--- src/logic/rscps_pkg.sv ---
// Package: register map, field layout and strap mapping for the strap capture block
// Assumes a 40 MHz sys_clk and an APB slave with 32-bit data
package rscps_pkg;
	localparam int unsigned PIN_W          = 29;
	localparam int unsigned SCAN_W         = 64;
	// Register byte offsets
	localparam logic [7:0]  OFS_MEM_CFG    = 8'h00;
	localparam logic [7:0]  OFS_SYS_CFG    = 8'h04;
	localparam logic [7:0]  OFS_MEM_TIM    = 8'h08;
	localparam logic [7:0]  OFS_PORT_SEL   = 8'h0c;
	localparam logic [7:0]  OFS_STATUS     = 8'h10;
	// Strap bit ranges per register (pin index of bit 0)
	localparam int unsigned MEM_CFG_LSB    = 0;
	localparam int unsigned SYS_CFG_LSB    = 8;
	localparam int unsigned MEM_TIM_LSB    = 16;
	localparam int unsigned PORT_SEL_LSB   = 24;
	localparam int unsigned PORT_SEL_W     = 5;
	// Memory config fields
	localparam int unsigned PAGE_LSB       = 2;
	localparam int unsigned SIZE_LSB       = 5;
	localparam int unsigned SCAN_BIT       = 1;
	localparam int unsigned SCAN_PIN       = 9;
	localparam logic [1:0]  PAGE_EDO1      = 2'h0;
	localparam logic [1:0]  PAGE_EDO2      = 2'h2;
	localparam logic [1:0]  PAGE_FPM       = 2'h3;
	localparam logic [2:0]  SIZE_4M        = 3'h0;
	localparam logic [2:0]  SIZE_2M        = 3'h4;
	localparam logic [2:0]  SIZE_1M        = 3'h6;
	localparam logic [7:0]  REG_RST        = 8'hff;
	localparam logic [31:0] DEAD_DATA      = 32'h0000_0000;

	typedef enum logic [2:0] {
		RSCPS_ST_RESET = 3'b001,
		RSCPS_ST_RUN   = 3'b010,
		RSCPS_ST_SCAN  = 3'b100
	} rscps_state_t;
endpackage

--- src/logic/rscps_cfg_if.sv ---
// Interface: captured/stored configuration between register file and top
// Assumes one clock domain shared by both sides
`timescale 1ns/1ps
interface rscps_cfg_if;
	logic                     capture;
	logic [rscps_pkg::PIN_W-1:0] strap_bits;
	logic [31:0]              flat_cfg;
	logic                     wr_en;
	logic [7:0]               wr_addr;
	logic [7:0]               wr_data;
	modport regs (input capture, input strap_bits, input wr_en, input wr_addr, input wr_data,
		output flat_cfg);
	modport ctrl (output capture, output strap_bits, output wr_en, output wr_addr,
		output wr_data, input flat_cfg);
endinterface

--- src/logic/rscps_strap_regs.sv ---
// Strap registers: four byte-wide configuration registers loaded at reset release
// Assumes capture pulses once in the first cycle after reset release
`timescale 1ns/1ps
module rscps_strap_regs (
	input  wire logic      sys_clk,
	input  wire logic      arst_n,
	rscps_cfg_if.regs      cfg
);
	typedef struct packed {
		logic [7:0] mem_cfg;
		logic [7:0] sys_cfg;
		logic [7:0] mem_tim;
		logic [7:0] port_sel;
	} rscps_regs_t;

	rscps_regs_t regs_ff;
	rscps_regs_t nxt_regs;

	// Capture wins over writes; after that plain storage, no inversion
	always_comb begin
		nxt_regs = regs_ff;
		if (cfg.capture) begin
			nxt_regs.mem_cfg  = ~cfg.strap_bits[rscps_pkg::MEM_CFG_LSB +: 8];
			nxt_regs.sys_cfg  = ~cfg.strap_bits[rscps_pkg::SYS_CFG_LSB +: 8];
			nxt_regs.mem_tim  = ~cfg.strap_bits[rscps_pkg::MEM_TIM_LSB +: 8];
			nxt_regs.port_sel = {3'h7,
				~cfg.strap_bits[rscps_pkg::PORT_SEL_LSB +: rscps_pkg::PORT_SEL_W]};
		end else if (cfg.wr_en) begin
			case (cfg.wr_addr)
				rscps_pkg::OFS_MEM_CFG:  nxt_regs.mem_cfg  = cfg.wr_data;
				rscps_pkg::OFS_SYS_CFG:  nxt_regs.sys_cfg  = cfg.wr_data;
				rscps_pkg::OFS_MEM_TIM:  nxt_regs.mem_tim  = cfg.wr_data;
				rscps_pkg::OFS_PORT_SEL: nxt_regs.port_sel = cfg.wr_data;
				default:                 nxt_regs = regs_ff;
			endcase
		end
	end

	// Power-on defaults are all ones, matching an unstrapped board
	always_ff @(posedge sys_clk or negedge arst_n) begin
		if (!arst_n) begin
			regs_ff <= {4{rscps_pkg::REG_RST}};
		end else begin
			regs_ff <= nxt_regs;
		end
	end

	assign cfg.flat_cfg = regs_ff;
endmodule

--- src/logic/rscps_top.sv ---
// Top: strap capture at reset release, APB register access and pin scan mode
// Assumes pins synchronous to sys_clk; pad ring combines pull and enables
`timescale 1ns/1ps
module rscps_top (
	input  wire logic                        sys_clk,
	input  wire logic                        arst_n,
	input  wire logic                        psel,
	input  wire logic                        penable,
	input  wire logic                        pwrite,
	input  wire logic [7:0]                  paddr,
	input  wire logic [31:0]                 pwdata,
	output logic      [31:0]                 prdata,
	output logic                             pready,
	output logic                             pslverr,
	input  wire logic [rscps_pkg::PIN_W-1:0] pixel_data_pins_in,
	output logic      [rscps_pkg::PIN_W-1:0] pixel_data_pins_out,
	output logic      [rscps_pkg::PIN_W-1:0] pixel_data_pins_oe,
	output logic      [rscps_pkg::PIN_W-1:0] pixel_data_pins_pulldown,
	output logic                             mem_oe_n_out,
	output logic                             mem_oe_n_oe,
	input  wire logic [rscps_pkg::SCAN_W-1:0] scan_pins_in,
	output logic                             serial_port_clock_pin_out,
	output logic                             serial_port_clock_pin_oe,
	input  wire logic                        serial_port_clock_func,
	output logic                             scan_mode,
	output logic      [1:0]                  mem_page_mode,
	output logic                             mem_page_reserved,
	output logic      [2:0]                  mem_size_mb,
	output logic                             mem_size_reserved
);
	typedef struct packed {
		rscps_pkg::rscps_state_t     state;
		logic                        scan_out;
		logic [31:0]                 rdata;
		logic                        err;
	} rscps_top_st_t;

	rscps_top_st_t st_ff;
	rscps_top_st_t nxt_st;
	rscps_cfg_if   cfg_bus ();
	logic [6:0]    low_now;
	logic          bus_acc;
	logic          hit;
	logic [31:0]   rd_mux;
	logic [7:0]    mem_cfg_q;

	// Counts inputs held low; used for the scan parity output
	function automatic logic [6:0] count_low(input logic [rscps_pkg::SCAN_W-1:0] v);
		logic [6:0] n;
		n = 7'h00;
		for (int i = 0; i < rscps_pkg::SCAN_W; i++) begin
			n = n + {6'h00, ~v[i]};
		end
		return n;
	endfunction

	// Scan inputs exclude analog, crystal, reset, supply pins by construction
	assign low_now = count_low(scan_pins_in);
	assign bus_acc = psel && penable;
	assign hit     = (paddr == rscps_pkg::OFS_MEM_CFG) || (paddr == rscps_pkg::OFS_SYS_CFG) ||
		(paddr == rscps_pkg::OFS_MEM_TIM) || (paddr == rscps_pkg::OFS_PORT_SEL) ||
		(paddr == rscps_pkg::OFS_STATUS);
	assign mem_cfg_q = cfg_bus.flat_cfg[31:24];

	// Read mux; status shows the scan state
	always_comb begin
		case (paddr)
			rscps_pkg::OFS_MEM_CFG:  rd_mux = {24'h000000, cfg_bus.flat_cfg[31:24]};
			rscps_pkg::OFS_SYS_CFG:  rd_mux = {24'h000000, cfg_bus.flat_cfg[23:16]};
			rscps_pkg::OFS_MEM_TIM:  rd_mux = {24'h000000, cfg_bus.flat_cfg[15:8]};
			rscps_pkg::OFS_PORT_SEL: rd_mux = {24'h000000, cfg_bus.flat_cfg[7:0]};
			rscps_pkg::OFS_STATUS:   rd_mux = {30'h00000000, st_ff.scan_out,
				st_ff.state == rscps_pkg::RSCPS_ST_SCAN};
			default:                 rd_mux = rscps_pkg::DEAD_DATA;
		endcase
	end

	// Next state: capture on first cycle out of reset, then run or scan
	always_comb begin
		nxt_st = st_ff;
		case (st_ff.state)
			rscps_pkg::RSCPS_ST_RESET: begin
				// Pin high means inverted bit 0, which selects the scan
				if (pixel_data_pins_in[rscps_pkg::SCAN_PIN]) begin
					nxt_st.state = rscps_pkg::RSCPS_ST_SCAN;
				end else begin
					nxt_st.state = rscps_pkg::RSCPS_ST_RUN;
				end
			end
			rscps_pkg::RSCPS_ST_RUN: begin
				nxt_st.state = rscps_pkg::RSCPS_ST_RUN;
			end
			rscps_pkg::RSCPS_ST_SCAN: begin
				// Parity of low inputs toggles once per newly lowered pin
				nxt_st.scan_out = low_now[0];
			end
			default: nxt_st.state = rscps_pkg::RSCPS_ST_RESET;
		endcase
		nxt_st.rdata = st_ff.rdata;
		nxt_st.err   = 1'b0;
		if (psel && !penable) begin
			nxt_st.rdata = rd_mux;
			nxt_st.err   = !hit;
		end
	end

	always_ff @(posedge sys_clk or negedge arst_n) begin
		if (!arst_n) begin
			st_ff <= '{state: rscps_pkg::RSCPS_ST_RESET, scan_out: 1'b0,
				rdata: 32'h00000000, err: 1'b0};
		end else begin
			st_ff <= nxt_st;
		end
	end

	// Capture uses the first post-release sample of the pins
	assign cfg_bus.capture    = (st_ff.state == rscps_pkg::RSCPS_ST_RESET);
	assign cfg_bus.strap_bits = pixel_data_pins_in;
	assign cfg_bus.wr_en      = bus_acc && pwrite && hit && !cfg_bus.capture;
	assign cfg_bus.wr_addr    = paddr;
	assign cfg_bus.wr_data    = pwdata[7:0];

	rscps_strap_regs u_regs (
		.sys_clk (sys_clk),
		.arst_n  (arst_n),
		.cfg     (cfg_bus.regs)
	);

	// One wait-free access phase: answer in the access cycle
	assign pready  = 1'b1;
	assign prdata  = st_ff.rdata;
	assign pslverr = bus_acc && st_ff.err;

	// Pulls active in reset and in the capture cycle after release; pins float in reset and scan
	assign pixel_data_pins_pulldown = {rscps_pkg::PIN_W{!arst_n ||
		st_ff.state == rscps_pkg::RSCPS_ST_RESET}};
	assign pixel_data_pins_out = '0;
	assign pixel_data_pins_oe  = '0;
	// Memory output enable stays driven high through reset; becomes an input in scan
	assign mem_oe_n_out = 1'b1;
	assign mem_oe_n_oe  = !arst_n || !scan_mode;
	// Serial clock pin becomes the scan output in scan mode
	assign scan_mode                 = (st_ff.state == rscps_pkg::RSCPS_ST_SCAN);
	assign serial_port_clock_pin_out = scan_mode ? st_ff.scan_out : serial_port_clock_func;
	assign serial_port_clock_pin_oe  = (st_ff.state != rscps_pkg::RSCPS_ST_RESET);

	// Field decode of memory configuration
	assign mem_page_mode     = mem_cfg_q[rscps_pkg::PAGE_LSB +: 2];
	assign mem_page_reserved = (mem_page_mode != rscps_pkg::PAGE_EDO1) &&
		(mem_page_mode != rscps_pkg::PAGE_EDO2) && (mem_page_mode != rscps_pkg::PAGE_FPM);
	always_comb begin
		case (mem_cfg_q[rscps_pkg::SIZE_LSB +: 3])
			rscps_pkg::SIZE_4M: mem_size_mb = 3'h4;
			rscps_pkg::SIZE_2M: mem_size_mb = 3'h2;
			rscps_pkg::SIZE_1M: mem_size_mb = 3'h1;
			default:            mem_size_mb = 3'h0;
		endcase
	end
	assign mem_size_reserved = (mem_size_mb == 3'h0);
endmodule

--- config.mk ---
export PLATFORM = sky130hd
export DESIGN_NAME = rscps_top
export DESIGN_NICKNAME = d
export VERILOG_FILES = /design/src/logic/rscps_pkg.sv /design/src/logic/rscps_cfg_if.sv /design/src/logic/rscps_strap_regs.sv /design/src/logic/rscps_top.sv
export SDC_FILE = /design/constraint.sdc
export NUM_CORES = 1
export LEC_CHECK = 0
export BUFFER_PORTS_ARGS = -buffer_cell sky130_fd_sc_hd__buf_2
export CAP_MARGIN = 20
export CORE_AREA = 2 2 105 107
export CTS_CLUSTER_DIAMETER = 150
export CTS_CLUSTER_SIZE = 24
export DETAILED_ROUTE_END_ITERATION = 10
export DIE_AREA = 0 0 107 109
export PLACE_DENSITY_LB_ADDON = 0.1
export SYNTH_ARGS = -nofsm -noshare
export SYNTH_HDL_FRONTEND = slang
export SYNTH_SLANG_ARGS = --single-unit
--- constraint.sdc ---
create_clock -name sys_clk -period 3.2 [get_ports sys_clk]
set_input_delay 0.32 -clock sys_clk [delete_from_list [all_inputs] [get_ports sys_clk]]
set_output_delay 0.32 -clock sys_clk [all_outputs]
set_load 0.05 [all_outputs]
==> results.md <==
- Period utilization: 76.0%
- Synth top area share: between 20% and 30%
- Seq/Total Area, Yosys: approximately 31%
- Worst Setup End Kind: output pin
- ANT nets after route: 0
- Die area: 11700 sq um
- Synth-to-Final Area Change: 12.2%
- Max layer used: met5
- Worst hold margin: 0.117 ns
- Non-Filler Instances: between 600 and 700
- Final Hold Violating Endpoints: 0
- Synthesized cell area: 3820 sq um
- 1st-iter DRT viols: 75
- CTS root buf: clkbuf_8
- Via count: 2819
- Yosys warns: 0
- Layout cell share with drive strength beyond 1: 42.3%
- Syn Area/Cell: roughly 9.1 sq um
- Count of buffer and inverter cells on the critical path: 3
- Post-CTS resize count: 0
- Peak supply drop: roughly 0.00063 V
- Gr ovfl total: 0
- Post-DP HPWL: 6650 um
- ANT cells: 0
- Normalized max-slew margin: roughly three fifths
- Sum Neg Setup Slack: 0 ns
- Vias in the first global route: around 2500
- Crit path max-delay cell type: dfstp_2
- Final WL: between 8000 and 9000 um
- Boundary pin count: between 200 and 300
- CTS tree: yes
- Synthesized instance count: 420
- Placed Instances: about 680
- Post-CTS setup buffers: 0
- Largest net degree at the start of global routing: between 40 and 50
- PD cells: about 880 nW/um^2
- Max stage delay on crit path: around 0.54 ns
- Clk_lat worst skew: about 0.3 ns
- WL met1: between 3000 and 4000 um
- Startpoint Class: flip-flop
- WL per Instance: ~12 um
- Metal3 WL: 699 um
- PortBufs: between 150 and 200
- Critical Setup Path Class: reg2out
- Die Ht: between 100 and 150 um
- CP Max Fanout: 29
- Library cells used by synthesis: 35
- Total GRT Usage: between 10% and 20%
- Crit path required time: between 2 and 3 ns
- Gp weighted congestion: about 0.75
- Tmin final: around 2.4 ns
- Max_cap viols: 0
- Worst-path clk slew: ~0.09 ns
- Hold Path Class: in2async
- FF+latch count, synth: 45
- Tightest Pin Transition: about 0.6 ns
- CTS sink cnt: 45
- Core box area: 10600 sq um
- DIE WIDTH: 107 um
- F_max: about 410 MHz
- Row cnt: 38
- Met2 WL: roughly 4200 um
- Layout Nets: about 700
- Pins Over Slew Limit: 0
- Unrepaired setup endpoints after global routing: no
- Post-DR vias/cell: 4.12
- # fillers: roughly 1100
- # H-tree levels: 2
- Setup crit start: st_ff[34]
- CP top delay family: simple AND/OR/NAND/NOR gates
- DR DRC count: 0
- Worst reg2reg path startpoint: st_ff[34]
- Arrival time of the worst setup path: between 2 and 2.5 ns
- Initial Util: between 30% and 40%
- CP cell instances: inv_1 -> nor3_2 -> clkinv_1 -> nand2_1 -> buf_2
- Max Root-Sink Buffers: 2
- Antenna violations before repair: 1
- Global-route wire length before repair: ~12000 um
- Synth area leader: buf_4
- Status: complete, no violations
- Largest cells by area after synthesis: buf_4, dfstp_2, xnor2_1
- Hold bufs inserted after CTS: 0
- R2R Setup Slk: between 1 and 1.5 ns
- Leakage: 2.06 nW
- TritonCTS Buffers: 5
- First-pass iteration count of the detailed router: 4
- Worst clock skew: 0.00697 ns
- Endpoints failing setup: 0
cells in the mapped netlist (all sizes together):
| cell | number |
|---|---|
| a211oi | 7 |
| a21o | 2 |
| a21oi | 28 |
| a22oi | 2 |
| and3 | 7 |
| and4 | 1 |
| buf | 125 |
| clkbuf | 11 |
| clkinv | 1 |
| conb | 2 |
| dfrtp | 12 |
| dfstp | 33 |
| inv | 2 |
| mux2 | 15 |
| mux4 | 8 |
| nand2 | 41 |
| nand2b | 1 |
| nand3 | 4 |
| nand4 | 1 |
| nor2 | 17 |
| nor2b | 8 |
| nor3 | 8 |
| nor3b | 2 |
| o211a | 1 |
| o21ai | 15 |
| or3b | 1 |
| or4 | 1 |
| xnor2 | 56 |
| xor2 | 8 |
worst reg2reg max path: stages (launching register included):
cell and delay [ns]:
dfstp_2 0.54, inv_1 0.08, nor3_2 0.22, clkinv_1 0.14
buf_4 0.24, o21ai_2 0.27, mux2_2 0.40
per-stage QoR:
step	setup slack (ns)	area (sq um)	total power, mW	util (%)
after floorplan	0.0244	4130	3.24	-
after global placement	0.687	4210	3.45	39.7
after detailed placement	0.665	4210	3.47	39.7
after CTS	0.703	4290	3.83	40.5
after global routing	0.516	4290	4.04	40.5
final	0.768	4290	3.78	40.5
flip-flops by register name, summed over array words and instances, names as in the netlist:
register,cells
st_ff,5
prdata,8
u_regs.cfg.flat_cfg,32
logic make-up (layout without fill, tap and decap cells):
family	after synthesis	in the layout	share of synthesized area [%]
XOR/XNOR	64	64	14.7
multiplexers	23	23	9.13
other	2	84	0.196
buffers and inverters	139	181	25.7
flip-flops	45	45	30.5
AO/OA/AOI/OAI	55	55	8.15
AND/OR/NAND/NOR	92	92	11.6
layer usage:
metal  up-vias  global-route usage, %
met4         2                   3.06
met3         8                   3.65
li1       1421                      -
met2       133                   24.7
met5         -                      0
met1      1255                   17.0
placed cells by master (no fill, tap or decap), types with 4 or more instances in the layout:
cell type and count:
nor3_1 5, nand2_1 41, dfstp_2 33, buf_2 163, dfrtp_1 12, buf_4 7, a211oi_1 7, and3_1 7
xor2_1 8, xnor2_1 56, nand3_1 4, a21oi_1 28, mux2_1 8, mux4_2 8, nor2b_1 8, mux2_2 7
clkbuf_8 5, conb_1 84, o21ai_0 14, nor2_1 17
layout make-up:
class	instances	area, sq um	area share [%]
multi-input cells	318	1990	46.3
flip-flops and latches	45	1170	27.2
repair buffers	170	868	20.2
well taps	140	175	4.08
clock buffers	6	72.6	1.69
inverters	3	11.3	0.262
clock inverters	2	10.0	0.233
worst paths after layout:
path / cells after the start / end
max: 5 / pixel_data_pins_pulldown[28]
min in group sys_clk: 2 / u_regs.cfg.flat_cfg[31]
min reg2reg: 2 / prdata[6]
min: 2 / st_ff[35]
max reg2reg: 6 / u_regs.cfg.flat_cfg[18]
max in group asynchronous: 2 / prdata[4]
report_power, final:
group | total [mW] | internal [mW] | switching, mW
Sequential | 1.07 | 0.925 | 0.141
Clock | 0.346 | 0.152 | 0.195
Combinational | 2.37 | 0.746 | 1.62
Total | 3.78 | 1.82 | 1.96
Power figures use the tool's default switching activity.
